[config.mk]
export PLATFORM = sky130hd
export DESIGN_NAME = gate_fault_config_regs
export DESIGN_NICKNAME = d
export VERILOG_FILES = /design/src/verilog/gate_regs_pkg.sv /design/src/verilog/bridge_setup_decode.sv /design/src/verilog/gate_fault_config_regs.sv /design/src/verilog/pin_sync.sv
export VERILOG_INCLUDE_DIRS = /design/src /design/src/verilog
export SDC_FILE = /design/constraint.sdc
export NUM_CORES = 1
export LEC_CHECK = 0
export ABC_AREA = 0
export BUFFER_PORTS_ARGS = -buffer_cell sky130_fd_sc_hd__buf_2
export CELL_PAD_IN_SITES_DETAIL_PLACEMENT = 0
export CELL_PAD_IN_SITES_GLOBAL_PLACEMENT = 1
export CORE_MARGIN = 1.5
export CORE_UTILIZATION = 48
export CTS_CLUSTER_DIAMETER = 150
export DETAILED_ROUTE_END_ITERATION = 8
export PLACE_DENSITY = 0.8
export SLEW_MARGIN = 20
export SYNTH_ARGS = -nofsm -noshare
export SYNTH_HDL_FRONTEND = slang
export SYNTH_SLANG_ARGS = --single-unit
[constraint.sdc]
create_clock -name ref_clk -period 4 [get_ports ref_clk]
set_input_delay 0.8 -clock ref_clk [delete_from_list [all_inputs] [get_ports ref_clk]]
set_output_delay 0.8 -clock ref_clk [all_outputs]
set_load 0.02 [all_outputs]
[src/verilog/gate_regs_consts.svh]
`ifndef GATE_REGS_CONSTS_SVH
`define GATE_REGS_CONSTS_SVH

// ----------------------------------------------------------------
// serial word layout
// ----------------------------------------------------------------
`define WORD_BITS 5'h10
`define HDR_BITS 5'h05
`define RW_BIT 15
`define ADDR_MSB 14
`define ADDR_LSB 11
`define DATA_MSB 10

// ----------------------------------------------------------------
// register addresses
// ----------------------------------------------------------------
`define ADDR_DEV_FAULT 4'h3
`define ADDR_GATE_FAULT 4'h4
`define ADDR_HS_DRIVE 4'h5
`define ADDR_LS_DRIVE 4'h6
`define ADDR_BRIDGE 4'h7
`define ADDR_OPERATION 4'h9

// ----------------------------------------------------------------
// reset values and masks
// ----------------------------------------------------------------
`define STATUS_RESET 11'h000
`define HS_DRIVE_DEFAULT 11'h344
`define LS_DRIVE_DEFAULT 11'h344
`define BRIDGE_DEFAULT 11'h216
`define CTRL_WMASK 11'h3FF
`define DEV_FAULT_MASK 11'h777
`define GATE_FAULT_MASK 11'h7E0

// ----------------------------------------------------------------
// field positions
// ----------------------------------------------------------------
`define PEAK_MSB 9
`define PEAK_LSB 8
`define SINK_MSB 7
`define SINK_LSB 4
`define SOURCE_MSB 3
`define SOURCE_LSB 0
`define CLEAR_FAULTS_BIT 1
`define FREEWHEEL_BIT 9
`define MODE_MSB 8
`define MODE_LSB 7
`define DEAD_MSB 6
`define DEAD_LSB 4
`define BLANK_MSB 3
`define BLANK_LSB 2
`define DEGLITCH_MSB 1
`define DEGLITCH_LSB 0

// ----------------------------------------------------------------
// codes and decoded values
// ----------------------------------------------------------------
`define MODE_THREE_CODE 2'h1
`define MODE_SINGLE_CODE 2'h2
`define DEAD_NS_W 13
`define DEAD_NS_TABLE {13'h1770, 13'h0FA0, 13'h07D0, 13'h03E8, \
  13'h01F4, 13'h0064, 13'h003C, 13'h0028}

`endif

[src/verilog/gate_regs_pkg.sv]
package gate_regs_pkg;

  // serial access sequencer states
  typedef enum logic {
    ST_IDLE,
    ST_SHIFT
  } spi_state_t;

  // decoded pwm input arrangement
  typedef enum logic [1:0] {
    PWM_SIX_INPUTS,
    PWM_THREE_INPUTS,
    PWM_SINGLE_INPUT
  } pwm_mode_t;

endpackage

[src/verilog/bridge_setup_decode.sv]
`timescale 1ns/1ps
`include "gate_regs_consts.svh"
// turns the bridge timing word into the settings the bridge uses
module bridge_setup_decode
  import gate_regs_pkg::*;
(
  input wire logic [10:0] setup_word, // bridge timing word
  output pwm_mode_t pwm_mode, // decoded input arrangement
  output logic active_freewheel, // effective freewheel choice
  output logic [`DEAD_NS_W-1:0] dead_time_ns // dead time in ns
);

  // dead time lookup, indexed by the 3-bit code
  localparam logic [7:0][`DEAD_NS_W-1:0] DEAD_TABLE = `DEAD_NS_TABLE;

  logic [1:0] mode_code; // raw mode field

  assign mode_code = setup_word[`MODE_MSB:`MODE_LSB];
  assign dead_time_ns = DEAD_TABLE[setup_word[`DEAD_MSB:`DEAD_LSB]];

  // ----------------------------------------------------------------
  // mode decode; code 11 falls back to six inputs
  // ----------------------------------------------------------------
  always_comb
  begin
    case (mode_code)
      `MODE_THREE_CODE: pwm_mode = PWM_THREE_INPUTS;
      `MODE_SINGLE_CODE: pwm_mode = PWM_SINGLE_INPUT;
      default: pwm_mode = PWM_SIX_INPUTS;
    endcase
  end

  // freewheel bit only matters in single-input operation
  assign active_freewheel = (mode_code == `MODE_SINGLE_CODE) &&
    setup_word[`FREEWHEEL_BIT];

endmodule

[src/verilog/gate_fault_config_regs.sv]
`timescale 1ns/1ps
`include "gate_regs_consts.svh"
// Summary of operation
// - fault word: supply, watchdog, temperature, regulator flags
// - fault word: charge pump flags, bit 3 zero
// - gate-voltage word: six transistor flags, bits 10:5
// - reads and gate-enable reset keep control words
// - power-up loads control word defaults
// - sleep entry restores control word defaults
// - high-side peak time bits 9:8, default 11
// - high-side sink current bits 7:4, default 0100
// - high-side source current bits 3:0, default 0100
// - low-side peak time bits 9:8, default 11
// - low-side sink current bits 7:4, default 0100
// - low-side source current bits 3:0, default 0100
// - pwm mode bits 8:7: six, three, single inputs
// - freewheel bit 9 acts only in single mode
// - dead time bits 6:4, default 001
// - drain sense blanking bits 3:2, default 01
// - drain sense deglitch bits 1:0, default 10
// - 16-bit word: direction, address, eleven data
// - flag 0 writes, 1 reads; data returned
// - writing clear bit wipes latched faults
module gate_fault_config_regs
  import gate_regs_pkg::*;
(
  input wire logic ref_clk, // 10 MHz system clock
  input wire logic srst, // power-up reset, active high
  input wire logic spi_sclk, // serial clock pin
  input wire logic spi_cs_n, // chip select pin, active low
  input wire logic spi_mosi, // serial data in pin
  output logic spi_miso, // serial data out
  output logic spi_miso_oe_n, // low while data out is driven
  input wire logic sleep_request, // high while device asleep
  input wire logic gate_enable, // gate enable pin
  input wire logic supply_undervolt_two, // supply undervoltage 2
  input wire logic watchdog_expired_flag, // watchdog fault
  input wire logic overtemp_shutdown_flag, // overtemperature
  input wire logic regulator_undervolt_flag, // regulator undervoltage
  input wire logic analog_supply_undervolt_flag, // analog supply uv
  input wire logic pump_lowside_driver_flag, // pump low-side fault
  input wire logic pump_highside_undervolt_flag, // pump high-side uv
  input wire logic pump_highside_overvolt_flag, // pump high-side ov
  input wire logic pump_highside_abs_overvolt_flag, // pump abs ov
  input wire logic [5:0] gate_fault_in, // high a..low c, msb first
  output logic [1:0] high_side_peak_time, // peak drive time code
  output logic [3:0] high_side_sink_current, // sink current code
  output logic [3:0] high_side_source_current, // source current code
  output logic [1:0] low_side_peak_time, // peak drive time code
  output logic [3:0] low_side_sink_current, // sink current code
  output logic [3:0] low_side_source_current, // source current code
  output pwm_mode_t pwm_mode, // decoded input arrangement
  output logic freewheel_select, // active freewheel in effect
  output logic [`DEAD_NS_W-1:0] dead_time_ns, // dead time in ns
  output logic [1:0] drain_sense_blanking, // blanking code
  output logic [1:0] drain_sense_deglitch // deglitch code
);

  // ----------------------------------------------------------------
  // pin synchronisation
  // ----------------------------------------------------------------
  localparam int SYNC_W = 20;
  localparam logic [SYNC_W-1:0] SYNC_RST = 20'h80000; // select idle

  logic [SYNC_W-1:0] pins_raw; // gathered raw pins
  logic [SYNC_W-1:0] pins_s; // synchronised pins
  logic cs_n_s, sclk_s, mosi_s, sleep_s, gate_en_s; // link levels
  logic [8:0] dev_flags_s; // device fault levels
  logic [5:0] gate_flags_s; // gate-voltage fault levels

  assign pins_raw = {spi_cs_n, spi_sclk, spi_mosi, sleep_request,
    gate_enable, supply_undervolt_two, watchdog_expired_flag,
    overtemp_shutdown_flag, regulator_undervolt_flag,
    analog_supply_undervolt_flag, pump_lowside_driver_flag,
    pump_highside_undervolt_flag, pump_highside_overvolt_flag,
    pump_highside_abs_overvolt_flag, gate_fault_in};

  pin_sync #(.WIDTH(SYNC_W), .RST_VAL(SYNC_RST)) u_sync (
    .ref_clk(ref_clk),
    .srst(srst),
    .async_in(pins_raw),
    .sync_out(pins_s)
  );

  assign {cs_n_s, sclk_s, mosi_s, sleep_s, gate_en_s, dev_flags_s,
    gate_flags_s} = pins_s;

  // ----------------------------------------------------------------
  // edge detection on synchronised levels
  // ----------------------------------------------------------------
  logic cs_prev_q, sclk_prev_q, sleep_prev_q, gate_en_prev_q;
  logic cs_fall, cs_rise, sclk_fall, sclk_rise; // link events
  logic sleep_rise, gate_en_fall; // mode events

  // previous levels, reset to idle so no false edge appears
  always_ff @(posedge ref_clk)
  begin
    if (srst)
    begin
      cs_prev_q <= 1'b1;
      sclk_prev_q <= 1'b0;
      sleep_prev_q <= 1'b0;
      gate_en_prev_q <= 1'b0;
    end
    else
    begin
      cs_prev_q <= cs_n_s;
      sclk_prev_q <= sclk_s;
      sleep_prev_q <= sleep_s;
      gate_en_prev_q <= gate_en_s;
    end
  end

  assign cs_fall = cs_prev_q && !cs_n_s;
  assign cs_rise = !cs_prev_q && cs_n_s;
  assign sclk_fall = sclk_prev_q && !sclk_s;
  assign sclk_rise = !sclk_prev_q && sclk_s;
  assign sleep_rise = !sleep_prev_q && sleep_s;
  assign gate_en_fall = gate_en_prev_q && !gate_en_s;

  // ----------------------------------------------------------------
  // serial word sequencer
  // ----------------------------------------------------------------
  spi_state_t state_q; // idle or inside a word
  logic [4:0] bit_cnt_q; // bits sampled so far
  logic [15:0] in_sh_q; // incoming word, msb first
  logic [10:0] out_sh_q; // outgoing data bits
  logic [10:0] hs_q, ls_q, bridge_q; // control words
  logic [10:0] dev_q, gate_q; // latched status words
  logic [10:0] read_word; // addressed register contents
  logic [3:0] early_addr; // address once the header is in
  logic word_done, wr_commit, rd_commit, clear_evt; // word events
  logic [3:0] addr; // address of the finished word
  logic [10:0] wdata; // data of the finished word

  assign early_addr = {in_sh_q[2:0], mosi_s};

  // read mux; unmapped addresses answer zero
  always_comb
  begin
    case (early_addr)
      `ADDR_DEV_FAULT: read_word = dev_q;
      `ADDR_GATE_FAULT: read_word = gate_q;
      `ADDR_HS_DRIVE: read_word = hs_q;
      `ADDR_LS_DRIVE: read_word = ls_q;
      `ADDR_BRIDGE: read_word = bridge_q;
      default: read_word = `STATUS_RESET;
    endcase
  end

  // a word counts only when at least sixteen bits were clocked; clocks past sixteen are not counted
  assign word_done = (state_q == ST_SHIFT) && cs_rise &&
    (bit_cnt_q == `WORD_BITS);
  assign addr = in_sh_q[`ADDR_MSB:`ADDR_LSB];
  assign wdata = in_sh_q[`DATA_MSB:0];
  assign wr_commit = word_done && !in_sh_q[`RW_BIT];
  assign rd_commit = word_done && in_sh_q[`RW_BIT];
  assign clear_evt = (wr_commit && (addr == `ADDR_OPERATION) &&
    wdata[`CLEAR_FAULTS_BIT]) || gate_en_fall;

  // state and bit counter
  always_ff @(posedge ref_clk)
  begin
    if (srst)
    begin
      state_q <= ST_IDLE;
      bit_cnt_q <= 5'h00;
    end
    else
    begin
      case (state_q)
        ST_IDLE:
          if (cs_fall)
          begin
            state_q <= ST_SHIFT;
            bit_cnt_q <= 5'h00;
          end
        ST_SHIFT:
          if (cs_rise)
            state_q <= ST_IDLE;
          else if (sclk_fall && (bit_cnt_q != `WORD_BITS))
            bit_cnt_q <= bit_cnt_q + 5'h01; // extra clocks are ignored
        default:
          state_q <= ST_IDLE;
      endcase
    end
  end

  // sample data in on the falling serial clock
  always_ff @(posedge ref_clk)
  begin
    if (srst)
      in_sh_q <= 16'h0000;
    else if ((state_q == ST_SHIFT) && sclk_fall &&
      (bit_cnt_q != `WORD_BITS))
      in_sh_q <= {in_sh_q[14:0], mosi_s};
  end

  // load answer once the address is known, launch on rising clock
  always_ff @(posedge ref_clk)
  begin
    if (srst)
    begin
      out_sh_q <= 11'h000;
      spi_miso <= 1'b0;
      spi_miso_oe_n <= 1'b1;
    end
    else if (state_q == ST_IDLE)
    begin
      spi_miso <= 1'b0; // header bits go out as zero
      spi_miso_oe_n <= !cs_fall;
    end
    else if (cs_rise)
      spi_miso_oe_n <= 1'b1;
    else if (sclk_fall && (bit_cnt_q == (`HDR_BITS - 5'h01)))
      out_sh_q <= read_word;
    else if (sclk_rise && (bit_cnt_q >= `HDR_BITS) &&
      (bit_cnt_q != `WORD_BITS))
    begin
      spi_miso <= out_sh_q[10];
      out_sh_q <= {out_sh_q[9:0], 1'b0};
    end
  end

  // ----------------------------------------------------------------
  // control words
  // ----------------------------------------------------------------
  // reads and gate-enable resets never reach here
  always_ff @(posedge ref_clk)
  begin
    if (srst || sleep_rise)
    begin
      hs_q <= `HS_DRIVE_DEFAULT;
      ls_q <= `LS_DRIVE_DEFAULT;
      bridge_q <= `BRIDGE_DEFAULT;
    end
    else if (wr_commit)
    begin
      case (addr)
        `ADDR_HS_DRIVE: hs_q <= wdata & `CTRL_WMASK;
        `ADDR_LS_DRIVE: ls_q <= wdata & `CTRL_WMASK;
        `ADDR_BRIDGE: bridge_q <= wdata & `CTRL_WMASK;
        default: ; // status words and others: ignored
      endcase
    end
  end

  // ----------------------------------------------------------------
  // latched status; a new fault wins over a clear in the same cycle
  // ----------------------------------------------------------------
  logic [10:0] dev_set, gate_set, clr_mask; // set and clear terms

  assign dev_set = {dev_flags_s[8:6], 1'b0, dev_flags_s[5:3], 1'b0,
    dev_flags_s[2:0]} & `DEV_FAULT_MASK;
  assign gate_set = {gate_flags_s, 5'h00} & `GATE_FAULT_MASK;
  assign clr_mask = {11{clear_evt}};

  always_ff @(posedge ref_clk)
  begin
    if (srst)
    begin
      dev_q <= `STATUS_RESET;
      gate_q <= `STATUS_RESET;
    end
    else
    begin
      dev_q <= (dev_q & ~clr_mask) | dev_set;
      gate_q <= (gate_q & ~clr_mask) | gate_set;
    end
  end

  // ----------------------------------------------------------------
  // setting outputs, all registered
  // ----------------------------------------------------------------
  pwm_mode_t mode_d; // decoded mode
  logic freewheel_d; // effective freewheel
  logic [`DEAD_NS_W-1:0] dead_d; // decoded dead time

  bridge_setup_decode u_decode (
    .setup_word(bridge_q),
    .pwm_mode(mode_d),
    .active_freewheel(freewheel_d),
    .dead_time_ns(dead_d)
  );

  // one cycle behind the words; harmless for slow setup changes
  always_ff @(posedge ref_clk)
  begin
    if (srst)
    begin
      pwm_mode <= PWM_SIX_INPUTS;
      freewheel_select <= 1'b0;
      dead_time_ns <= '0;
    end
    else
    begin
      pwm_mode <= mode_d;
      freewheel_select <= freewheel_d;
      dead_time_ns <= dead_d;
    end
  end

  assign high_side_peak_time = hs_q[`PEAK_MSB:`PEAK_LSB];
  assign high_side_sink_current = hs_q[`SINK_MSB:`SINK_LSB];
  assign high_side_source_current = hs_q[`SOURCE_MSB:`SOURCE_LSB];
  assign low_side_peak_time = ls_q[`PEAK_MSB:`PEAK_LSB];
  assign low_side_sink_current = ls_q[`SINK_MSB:`SINK_LSB];
  assign low_side_source_current = ls_q[`SOURCE_MSB:`SOURCE_LSB];
  assign drain_sense_blanking = bridge_q[`BLANK_MSB:`BLANK_LSB];
  assign drain_sense_deglitch =
    bridge_q[`DEGLITCH_MSB:`DEGLITCH_LSB];
endmodule

[src/verilog/pin_sync.sv]
`timescale 1ns/1ps
// two-stage synchroniser, one chain per bit
module pin_sync
  import gate_regs_pkg::*;
#(
  parameter int WIDTH = 1,
  parameter logic [WIDTH-1:0] RST_VAL = '0
)
(
  input wire logic ref_clk, // system clock
  input wire logic srst, // synchronous reset
  input wire logic [WIDTH-1:0] async_in, // raw pins
  output logic [WIDTH-1:0] sync_out // synchronised levels
);

  // ----------------------------------------------------------------
  // per-bit chain
  // ----------------------------------------------------------------
  genvar i;
  generate
    for (i = 0; i < WIDTH; i++)
    begin : g_bit
      logic meta_q; // first stage, read only by the second
      always_ff @(posedge ref_clk)
      begin
        if (srst)
        begin
          meta_q <= RST_VAL[i];
          sync_out[i] <= RST_VAL[i];
        end
        else
        begin
          meta_q <= async_in[i];
          sync_out[i] <= meta_q;
        end
      end
    end
  endgenerate

endmodule
[Word-level counts from Yosys, hierarchy flattened]
Memories as Yosys holds them, arrays and structs flattened. A register that Yosys moved wholly into a read port is not among the register bits.
Cells that the tools add are included.
Word-level totals
  word-level logic and storage cells: 135
  bits in registers: 134
  input port bits: 22
  output and inout port bits: 42
  memories: 1
  ROM bits: 104
Operators by class
  equality and inequality tests: 18
  reduce and logical (&&, ||, !) cells: 36
  order comparisons: 1
  bitwise logic cells: 8
  muxes and demuxes: 13
  $add $sub $neg: 1
Memory list
  (no name shown): depth 8, width 13, read ports 1, clocked after Yosys merged registers in 1, wr ports 0, RTL line bridge_setup_decode.sv:19  | assign dead_time_ns = DEAD_TABLE[setup_word[`DEAD_MSB:`DEAD_LSB]];
Operators with widths (number)
  $pmux W11 S5: 1
  $eq A4 B3 Y1 const B: 7
  $and A11 B11 Y11: 2
  $mux W11: 2
  $or A11 B11 Y11: 2
  $logic_and A1 B1 Y1: 18
  $mux W5: 3
  $not A11 Y11: 1
  $pmux W5 S2: 1
  $reduce_and A3 Y1: 3
  $logic_not A1 Y1: 8
  $ne A2 B2 Y1 const B: 3
  $reduce_and A2 Y1: 3
  $add A5 B1 Y5 const B: 1
  $eq A5 B3 Y1 const B: 1
  $eq A5 B5 Y1 const B: 1
  $ge A5 B3 Y1 const B: 1
  $ne A5 B5 Y1 const B: 1
  $eq A4 B2 Y1 const B: 1
  $eq A4 B4 Y1 const B: 1
  $mux W1: 4
  $pmux W2 S2: 1
  $not A1 Y1: 3
  $eq A2 B1 Y1 const B: 1
  other kinds (6): 7

[Logic depth before layout (Yosys ltp)]
Gate-level depths: netlist (run 1).
  depth in word-level cells: 11
  gate-level depth with buffers: 8
  gate-level depth less buffers: 6

[By module]
From an unflattened synthesis (run 1), not the netlist that was laid out.
Second synthesis, totals
  cells, all modules: 553
  area, all modules: 5532.8 um^2
Modules (own cells, without submodules)
  gate_fault_config_regs: instances 1, cells each 448, seq. area each 2142.1 um^2, area an instance 4316.6 um^2
  pin_sync: instances 1, cells each 84, seq. area each 800.8 um^2, area an instance 1077.3 um^2
  bridge_setup_decode: instances 1, cells each 21, seq. area each 0.0 um^2, area an instance 138.9 um^2

[Least setup slack after synthesis (run 1)]
No wires, ideal clock.
  kind: input to register
  start point: input srst
  end point: register dev_q[0]
  data required time: 3.872 ns
  stages: 4
  path buffers: 3
  arrival time: 1.691 ns
  library setup time: 0.128 ns
  slack: 2.181 ns
  path through: clkbuf_1 buf_1 clkbuf_1 nor2_1
RTL lines
  from (decl): RTL line gate_fault_config_regs.sv:28  | input wire logic srst,
  to (signal assigned): RTL line gate_fault_config_regs.sv:262  | dev_q <= `STATUS_RESET;
  to (signal assigned): RTL line gate_fault_config_regs.sv:267  | dev_q <= (dev_q & ~clr_mask) | dev_set;
  to (decl): RTL line gate_fault_config_regs.sv:129  | logic [10:0] dev_q, gate_q;
No word-level cell between the ends.

[Worst setup path after layout (run 1)]
  start point: register state_q
  end point: register bridge_q[3]
Between the ends
  cells in the longest elaborated chain, start to end: 4
Ends and longest elaborated chain
  from (decl): RTL line gate_fault_config_regs.sv:124  | spi_state_t state_q;
  from (signal assigned): RTL line gate_fault_config_regs.sv:166  | state_q <= ST_IDLE;
  from (signal assigned): RTL line gate_fault_config_regs.sv:175  | state_q <= ST_SHIFT;
  from (signal assigned): RTL line gate_fault_config_regs.sv:180  | state_q <= ST_IDLE;
  $logic_and A1 B1 Y1 (2 in a row): RTL line gate_fault_config_regs.sv:152  | assign word_done = (state_q == ST_SHIFT) && cs_rise &&
  $logic_and A1 B1 Y1: RTL line gate_fault_config_regs.sv:156  | assign wr_commit = word_done && !in_sh_q[`RW_BIT];
  $reduce_and A2 Y1 (no line)
  to (signal assigned): RTL line gate_fault_config_regs.sv:235  | bridge_q <= `BRIDGE_DEFAULT;
  to (signal assigned): RTL line gate_fault_config_regs.sv:242  | `ADDR_BRIDGE: bridge_q <= wdata & `CTRL_WMASK;
  to (decl): RTL line gate_fault_config_regs.sv:128  | logic [10:0] hs_q, ls_q, bridge_q;
Every way passes these cells.
A chain may end at the register's enable or synchronous reset.

==> results.py, run 1 <==
metrics = {
    "status": {
        "status": "finished with violations",
        "failed_checks": "design-rule violations",
    },
    "grt": {
        "grt_pass1_vias": 4067,
        "grt_pass1_wl_mm": 21.1,
        "grt_use_total_pct": 21.8,
        "met2_usage_pct": 33.6,
        "grt.busiest_layer": "met2",
        "use_met1_pct": 28.9,
        "antenna_found_initial": 0,
        "met3_usage_pct": 5.18,
        "overflow": 0,
        "grt_start_max_net_pins": 69,
    },
    "drt": {
        "vias_per_cell": 5.54,
        "drtAntennaViolNets": 0,
        "vias": 4335,
        "firstDrtPassIters": 7,
        "drc_errors": 6,
        "wl_mm": 13.2,
        "drt-initial-drc-count": 365,
        "avgRoutedWirePerCell_um": 16.8,
    },
    "timing": {
        "drv_slew": 0,
        "min_period_ns": 2.35,
        "tns_ns": 0,
        "hold_viol_final": 0,
        "worst_slack_ns": 1.65,
        "fin_crit_sh_pct": 58.8,
        "setup_violations": 0,
        "fmax_mhz": 425,
        "maxSlewHeadroom_pct": 27.4,
        "tightest_slew_ns": 1.09,
        "holdWs_ns": 0.416,
        "rsz0062_at_grt": "false",
        "skew_ns": 0.0185,
    },
    "die": {
        "rows": 39,
        "die_y_um": 112,
        "ioPinCount": 64,
        "die_w_um": 112,
        "die_area_mm2": 0.0126,
        "core_mm2": 0.0115,
        "initial_utilization_pct": 49.6,
    },
    "place": {
        "dp_hpwl_mm": 8.65,
        "preCtsSetupSlack_ns": 1.73,
        "dpl_cell_area_mm2": 0.00602,
        "port_buffers": 61,
        "place_congestion": 0.868,
    },
    "critical_path": {
        "cp_slowest_cell": "dfxtp_1",
        "critical-path-top-delay-family": "simple AND/OR/NAND/NOR gates",
        "cp_num_buf_inv": 0,
        "critPathMaxStageDelay_ns": 0.62,
        "cp.arrival_ns": 2.72,
        "worstSetupPathType": "flop to flop",
        "start_kind": "flop",
        "worstSetupEndpointType": "flop",
        "crit_path_max_fanout": 14,
        "worstPathCellList": "and4bb_2 > nand4_1 > nor2_2 > mux2i_1",
        "crit_required_ns": 4.36,
    },
    "synthesis": {
        "synthCells": 587,
        "syn_area_mm2": 0.00571,
        "synth-edff-count": 0,
        "synth_area_per_cell_um2": 9.73,
        "synth-main-ff-cell": "dfxtp_1",
        "synth_warnings": 0,
        "seq_area_frac_synth_pct": 50.8,
        "synth-async-reset-ratio_pct": 0,
        "ys_ff_latch": 145,
        "synth_cell_types": 60,
    },
    "clock_network": {
        "root_buffer": "clkbuf_16",
        "clk_pin_slew_ns": 0.06,
        "cts_made_buffers": 17,
        "cts_sinks": 145,
        "cts_setup_buffers": 0,
        "postCtsResizedCells": 0,
        "holdBufCountCts": 0,
        "htree_num_levels": 4,
        "cts_buffer_depth": 2,
        "clock_latency_ns": 0.44,
        "cts_tree": "yes",
    },
    "final_layout": {
        "regArea_mm2": 0.00290,
        "drive_gt1_share_pct": 18.4,
        "diodes": 0,
        "syn_to_final_growth_pct": 15.3,
        "fin_nets": 652,
        "fillers": 1022,
        "multi_input_area_mm2": 0.00255,
        "stdcell_area_mm2": 0.00659,
    },
    "pwr": {
        "ir_drop_mv": 0.336,
        "seqPwrFrac_pct": 48.2,
        "internal_power_mw": 2.41,
        "power.density_mw_per_mm2": 471,
        "swShare_pct": 22.3,
        "p_clk_share_pct": 48.7,
        "cellLeakagePower_nw": 2.54,
        "p_sw_uw": 692,
        "combPwrFrac_pct": 3.1,
    },
    "flow_run": {
        "maxCapViolations": 0,
    },
    "worst_hold_path": {
        "hp-class": "flop to flop",
    },
}
[metrics by stage]
stage | utilization (%) | total power, mW | cells
2_1_floorplan | - | 1.59 | 588
3_3_place_gp | 52.3 | 1.62 | 751
3_5_place_dp | 52.3 | 1.62 | 751
4_1_cts | 57.2 | 3.12 | 783
5_1_grt | 57.2 | 3.19 | 783
6_report | 57.2 | 3.10 | 783
[layout make-up]
class	count	share of cell area (%)
Clock inverter	11	1.60
Clock buffer	21	6.99
Sequential cell	145	44.1
Multi-Input combinational cell	384	38.7
Inverter	14	0.798
Tap cell	143	2.72
Timing Repair Buffer	65	5.13
[state kept, by name, summed over array words and instances (netlist names), 11 cells and up]
signal,count
dead_time_ns,11
dev_q,11
gate_q,11
in_sh_q,16
out_sh_q,11
u_sync.g_bit.meta_q,20
u_sync.sync_out,20
[Yosys cell counts (8+ instances only)]
master	instances	area share (%)
o21ai_0	23	2.0
dfxtp_1	145	51
nor2_1	49	3.2
clkbuf_1	20	1.3
nand2_1	31	2.0
a31oi_1	25	2.7
buf_4	8	1.1
o2bb2ai_1	9	1.4
nor3b_1	10	1.3
nand3_1	16	1.4
a21oi_1	22	1.9
inv_1	13	0.85
buf_2	13	1.1
nand3b_1	13	1.7
mux2i_1	45	7.9
nor2b_1	46	5.0
[layout by cell type (no fill, tap or decap), types with 3 or more instances in the layout]
cell | Yosys | routed
a211oi_1 | 6 | 6
a21o_1 | 7 | 7
a21oi_1 | 22 | 22
a31oi_1 | 25 | 25
and4bb_2 | 3 | 3
buf_2 | 13 | 60
buf_4 | 8 | 5
clkbuf_16 | 0 | 17
clkinv_2 | 0 | 3
clkinvlp_4 | 0 | 3
dfxtp_1 | 145 | 144
ha_1 | 3 | 3
inv_1 | 13 | 13
mux2i_1 | 45 | 45
nand2_1 | 31 | 31
nand2b_1 | 7 | 7
nand3_1 | 16 | 16
nand3b_1 | 13 | 13
nand4_1 | 5 | 5
nor2_1 | 49 | 49
nor2b_1 | 46 | 46
nor3_1 | 6 | 6
nor3b_1 | 10 | 10
o211ai_1 | 6 | 6
o21ai_0 | 23 | 23
o21ai_1 | 3 | 3
o2bb2ai_1 | 9 | 9
o311ai_1 | 7 | 7
or2_2 | 4 | 4
or3_1 | 3 | 3
[worst paths after layout]
check	start	end	slack [ns]	cells after the start
max reg2reg	state_q	bridge_q[3]	1.65	4
min	u_sync.g_bit[19].meta_q	u_sync.sync_out[19]	0.42	1
min reg2reg	u_sync.g_bit[19].meta_q	u_sync.sync_out[19]	0.42	1
max	state_q	bridge_q[3]	1.65	4
[power by group through the flow]
stage	sequential [mW]	clock [mW]	combinational, mW
global route	1.50	1.59	0.105
detailed placement	1.53	0	0.0947
CTS	1.50	1.53	0.0954
floorplan	1.52	0	0.0700
global placement	1.53	0	0.0928
finish	1.50	1.51	0.0946
[cells by family after synthesis]
logic type	share of synthesized area [%]
buffers and inverters	4.69
XOR/XNOR	0.153
other	0.0656
flip-flops	50.8
AO/OA/AOI/OAI	14.6
adder cells (fa/ha/maj)	0.657
AND/OR/NAND/NOR	20.9
multiplexers	8.08
[worst register-to-register path, delay by kind of cell, from the launching register on]
kind             cells  cell delay, ns
flip-flops           1            0.62
multiplexers         1            0.23
AND/OR/NAND/NOR      3            1.45
[layer usage]
layer / wire [um] / vias to the layer above
met5: 0 / -
met1: 6270 / 2051
li1: - / 2146
met4: 274 / 0
met2: 6110 / 117
met3: 503 / 21
Note: power is estimated with default switching activity, not from simulation.
==> run 2: changes to the inputs <==
- CORE_UTILIZATION: 48 -> 40
- PLACE_DENSITY: 0.8 -> 0.71
- clock period: 4 -> 2.03 ns (I/O delays scaled with it)
==> run 2 against run 1 <==
  * The run now ends clean
  * Highest routed layer unchanged
  * Critical path type unchanged
  * Non-clock buffer count rose by 24
  * Register-to-register slack got worse by 1.5 ns
  * Final cell count is 7.7% higher
  * Sequential cell count did not move
  * Largest cell class unchanged
  * Die area is 19% higher
  * Largest power group unchanged
  * Sequential power up 96%
  * Combinational power increased by 120%
==> results.py, run 2 (synthesis gave the netlist of run 1 again) <==
metrics = {
    "status": {
        "status": "finished clean",
    },
    "critical_path": {
        "crit_start": "bit_cnt_q[1]",
        "r2r-end": "out_sh_q[9]",
        "worstSetupEndpointType": "flop",
        "cp.depth": 6,
        "r2r_start": "bit_cnt_q[1]",
        "cp_num_buf_inv": 1,
        "critPathMaxStageDelay_ns": 0.41,
        "start_kind": "flop",
        "cp-endpoint": "out_sh_q[9]",
        "cp_slowest_cell": "or3b_4",
        "r2r_slack_ns": 0.14,
        "worstSetupPathType": "flop to flop",
        "critical-path-top-delay-family": "compound AO/OA/AOI/OAI gates",
        "crit_path_max_fanout": 5,
        "worst-r2r-cell-count": 6,
        "crit_required_ns": 2.36,
        "cp.arrival_ns": 2.22,
        "worstPathCellList": "inv_1 > ha_1 > or3b_4 > a32oi_4 > a211oi_1 > a221oi_2",
    },
    "final_layout": {
        "fin_nets": 676,
        "top_regs": "u_sync.g_bit.meta_q x20, u_sync.sync_out x20, in_sh_q x16",
        "final_common_cell": "dfxtp_1",
        "syn_to_final_growth_pct": 20.0,
        "final_cells": 843,
        "drive_gt1_share_pct": 21.3,
        "stdcell_area_mm2": 0.00686,
        "final_cell_mix": "dfxtp_1 (145), buf_2 (60), nor2_1 (49), nor2b_1 (46), mux2i_1 (45)",
        "diodes": 0,
    },
    "place": {
        "port_buffers": 61,
        "dp_cells": 812,
        "dpl_cell_area_mm2": 0.00627,
        "place_congestion": 0.885,
        "dp_hpwl_mm": 9.57,
    },
    "grt": {
        "grt_pass1_wl_mm": 21.6,
        "antenna_found_initial": 0,
        "grt_use_total_pct": 19.1,
        "grt_start_max_net_pins": 66,
        "grt_pass1_vias": 4181,
        "overflow": 0,
    },
    "timing": {
        "fmax_mhz": 530,
        "skew_ns": 0.00715,
        "maxSlewHeadroom_pct": 66.6,
        "hold_viol_final": 0,
        "tns_ns": 0,
        "holdWs_ns": 0.171,
        "tightest_slew_ns": 0.502,
        "fin_crit_sh_pct": 93.0,
        "drv_slew": 0,
        "rsz0062_at_grt": "false",
        "setup_violations": 0,
        "min_period_ns": 1.89,
    },
    "clock_network": {
        "clock_latency_ns": 0.42,
        "cts_made_buffers": 17,
        "clk_pin_slew_ns": 0.06,
        "cts_buffer_depth": 2,
        "htree_num_levels": 4,
        "root_buffer": "clkbuf_16",
        "cts_sinks": 145,
        "holdBufCountCts": 0,
        "cts_tree": "yes",
    },
    "die": {
        "core_mm2": 0.0139,
        "ioPinCount": 64,
        "die_w_um": 123,
        "die_y_um": 123,
        "die_area_mm2": 0.0150,
        "initial_utilization_pct": 41.0,
        "rows": 43,
    },
    "flow_run": {
        "maxCapViolations": 0,
    },
    "pwr": {
        "cellLeakagePower_nw": 2.67,
        "ir_drop_mv": 0.559,
        "power.density_mw_per_mm2": 895,
    },
    "drt": {
        "vias": 4408,
        "drt-initial-drc-count": 305,
        "avgRoutedWirePerCell_um": 16.0,
        "vias_per_cell": 5.23,
        "drc_errors": 0,
        "wl_mm": 13.5,
        "drtAntennaViolNets": 0,
        "firstDrtPassIters": 5,
    },
    "worst_hold_path": {
        "hp-class": "input pin to flop",
    },
}
==> run 2: changes by cell type in the layout (fill, tap and decap cells not counted), moves of 2 or more <==
cell | before | now
buf_12 | 0 | 2
clkinvlp_4 | 3 | 5
buf_4 | 5 | 27
clkbuf_8 | 2 | 0
==> run 2: power by group <==
group          internal (mW)  leakage, nW  switching (mW)
clock                   1.80        0.262            1.18
combinational         0.0866         1.22           0.123
sequential              2.91         1.18          0.0283
total                   4.80         2.67            1.34
==> run 2: how the worst min path moves through the flow <==
stage	startpoint	to	slack, ns	depth (start not counted)
floorplan	u_sync.g_bit[19].meta_q	u_sync.sync_out[19]	0.39	1
global placement	u_sync.g_bit[19].meta_q	u_sync.sync_out[19]	0.40	1
detailed placement	u_sync.g_bit[19].meta_q	u_sync.sync_out[19]	0.39	1
CTS	spi_cs_n	u_sync.g_bit[19].meta_q	0.15	2
global route	spi_cs_n	u_sync.g_bit[19].meta_q	0.16	2
finish	spi_cs_n	u_sync.g_bit[19].meta_q	0.17	2
==> run 2: timing repair <==
| action | 4_1_cts | 5_1_grt |
|---|---|---|
| buffers inserted | 0 | 0 |
| endpoints found under the setup margin | 0 | 12 |
| resized for setup | 0 | 3 |
==> run 2: routing by layer <==
layer / part of all wire [%] / global-route usage [%] / up-vias
met1: 47 / 24.5 / 2099
met3: 3.6 / 4.41 / 16
met2: 47 / 30.3 / 92
met5: 0 / 0 / -
met4: 1.8 / 9.16 / 0
li1: - / - / 2201
==> run 2: worst register-to-register path, cell delays in order (launching register included) <==
cell      delay (ns)
dfxtp_1         0.34
inv_1           0.09
ha_1            0.21
or3b_4          0.41
a32oi_4         0.35
a211oi_1        0.15
a221oi_2        0.25
==> run 2: final cells by class <==
type | instances | area (um2)
fillers | 1347 | 7080
repair buffers | 89 | 543
clock inverters | 12 | 134
multi-input cells | 384 | 2570
well taps | 180 | 225
inverters | 14 | 52.6
clock buffers | 19 | 433
flip-flops and latches | 145 | 2900
==> run 2: through the flow <==
stage          power (mW)  worst slack [ns]  utilization, %
5_1_grt              6.37            0.0427            49.2
3_5_place_dp         3.21            0.0895            45.0
4_1_cts              6.22            0.0902            49.1
6_report             6.14             0.142            49.2
2_1_floorplan        3.14             0.340               -
3_3_place_gp         3.21             0.140            45.0
==> run 3: changes to the inputs <==
- CORE_ASPECT_RATIO: unset -> 1.5
==> run 3 against run 2 <==
  * Fmax is 2.6% lower
  * Highest routed layer unchanged
  * Utilization shrank 0.24 points
  * Final cell count up 0.47%
  * Register-to-register slack worse by 0.05 ns
  * Worst setup slack worse by 0.051 ns
  * Sequential cell count unchanged
  * Clock skew increased by 0.0036 ns
  * Largest power group unchanged
  * Cell area about the same
  * Count of clock-buffer cells in the layout unchanged
  * Total power is 3.6% higher
  * Via count rose by 0.36%
  * Die area grew 0.10%
==> results.py, run 3 (synthesis gave the netlist of run 1 again) <==
metrics = {
    "clock_network": {
        "cts_tree": "yes",
        "holdBufCountCts": 0,
        "clk_pin_slew_ns": 0.06,
        "clock_latency_ns": 0.42,
        "htree_num_levels": 4,
        "cts_sinks": 145,
        "cts_buffer_depth": 2,
        "cts_setup_buffers": 0,
        "root_buffer": "clkbuf_16",
        "cts_made_buffers": 17,
    },
    "timing": {
        "tns_ns": 0,
        "fmax_mhz": 516,
        "tightest_slew_ns": 0.702,
        "hold_viol_final": 0,
        "maxSlewHeadroom_pct": 53.2,
        "drv_slew": 0,
        "skew_ns": 0.0107,
        "min_period_ns": 1.94,
        "rsz0062_at_grt": "false",
        "worst_slack_ns": 0.0911,
        "fin_crit_sh_pct": 95.5,
        "setup_violations": 0,
    },
    "drt": {
        "drt-initial-drc-count": 199,
        "drtAntennaViolNets": 0,
        "drc_errors": 0,
        "vias_per_cell": 5.22,
        "firstDrtPassIters": 4,
        "avgRoutedWirePerCell_um": 16.6,
        "vias": 4424,
        "wl_mm": 14.1,
    },
    "final_layout": {
        "fin_nets": 669,
        "multi_input_area_mm2": 0.00256,
        "regArea_mm2": 0.00290,
        "drive_gt1_share_pct": 20.8,
        "top_regs": "u_sync.g_bit.meta_q x20, u_sync.sync_out x20, in_sh_q x16",
        "fillers": 1313,
        "final_common_cell": "dfxtp_1",
        "diodes": 0,
        "final_cells": 847,
        "syn_to_final_growth_pct": 19.9,
        "final_cell_mix": "dfxtp_1 (145), buf_2 (60), nor2_1 (49), nor2b_1 (46), mux2i_1 (45)",
    },
    "grt": {
        "met2_usage_pct": 34.4,
        "grt.busiest_layer": "met2",
        "antenna_found_initial": 0,
        "grt_pass1_wl_mm": 22.3,
        "grt_use_total_pct": 19.6,
        "grt_start_max_net_pins": 47,
        "use_met1_pct": 22.7,
        "grt_pass1_vias": 4283,
        "met3_usage_pct": 4.26,
        "overflow": 0,
    },
    "critical_path": {
        "worst-r2r-cell-count": 6,
        "start_kind": "flop",
        "cp.arrival_ns": 2.22,
        "crit_start": "bit_cnt_q[1]",
        "worstSetupEndpointType": "flop",
        "r2r_start": "bit_cnt_q[1]",
        "worstSetupPathType": "flop to flop",
        "r2r_slack_ns": 0.09,
        "crit_path_max_fanout": 9,
        "r2r-end": "out_sh_q[3]",
        "cp-endpoint": "out_sh_q[3]",
        "crit_required_ns": 2.31,
    },
    "die": {
        "ioPinCount": 64,
        "die_w_um": 101,
        "core_mm2": 0.0140,
        "rows": 53,
        "die_y_um": 149,
        "die_area_mm2": 0.0150,
        "initial_utilization_pct": 40.8,
    },
    "flow_run": {
        "maxCapViolations": 0,
    },
    "place": {
        "dp_cells": 817,
        "preCtsSetupSlack_ns": 0.110,
        "place_congestion": 0.873,
        "dp_hpwl_mm": 10.1,
        "port_buffers": 61,
    },
    "pwr": {
        "power.density_mw_per_mm2": 927,
        "cellLeakagePower_nw": 2.66,
        "ir_drop_mv": 0.436,
    },
    "worst_hold_path": {
        "hp-class": "input pin to flop",
        "min_from": "spi_cs_n",
    },
    "status": {
        "status": "finished clean",
    },
}
[run 3: cell types whose count changed in the layout (fill, tap and decap cells not counted), moves of 2 or more]
cell | before | now
clkbuf_1 | 2 | 0
clkbuf_8 | 0 | 2
clkinvlp_4 | 5 | 2
buf_4 | 27 | 20
[run 3: how the worst min path moves through the flow]
stage	end	slack [ns]	cells past startpoint
floorplan	u_sync.sync_out[19]	0.39	1
global placement	u_sync.sync_out[19]	0.41	1
detailed placement	u_sync.sync_out[19]	0.41	1
CTS	u_sync.g_bit[19].meta_q	0.16	2
global route	u_sync.g_bit[19].meta_q	0.17	2
finish	u_sync.g_bit[19].meta_q	0.18	2
[run 3: metrics by stage]
| step | cell area (um2) | power, mW | hold WS (ns) | util (%) |
|---|---|---|---|---|
| floorplan | 5720 | 3.14 | 0.389 | - |
| global placement | 6230 | 3.21 | 0.414 | 44.5 |
| detailed placement | 6230 | 3.21 | 0.410 | 44.5 |
| CTS | 6840 | 6.43 | 0.163 | 48.9 |
| global route | 6850 | 6.57 | 0.166 | 49.0 |
| finish | 6850 | 6.35 | 0.176 | 49.0 |
[run 3: metal layers]
metal  vias to the layer above  wire length [um]
li1                       2175                 -
met1                      2143              5930
met2                        93              7510
met3                        13               447
met4                         0               199
met5                         -                 0
[run 3: worst max-delay path: stages, from the launching register on]
cell,delay (ns)
dfxtp_1,0.36
inv_1,0.10
ha_1,0.21
or3b_4,0.42
a32o_2,0.35
o311ai_1,0.30
a31oi_1,0.07
[run 3: cell type report]
type,instances,area share (%)
flip-flops and latches,145,42.4
multi-input cells,384,37.3
repair buffers,82,7.16
clock buffers,19,6.61
well taps,192,3.51
clock inverters,11,2.25
inverters,14,0.767
[run 3: power by group]
| group | leakage (nW) | switching, mW | total (mW) | internal [mW] |
|---|---|---|---|---|
| clock network | 0.292 | 1.21 | 3.21 | 2.00 |
| logic | 1.18 | 0.123 | 0.205 | 0.0818 |
| registers | 1.18 | 0.0308 | 2.94 | 2.91 |
[run 3: what timing repair did]
action | 4_1_cts | 5_1_grt
hold endpoints to repair | 0 | 0
resized for setup | 0 | 3
setup endpoints to repair | 0 | 11
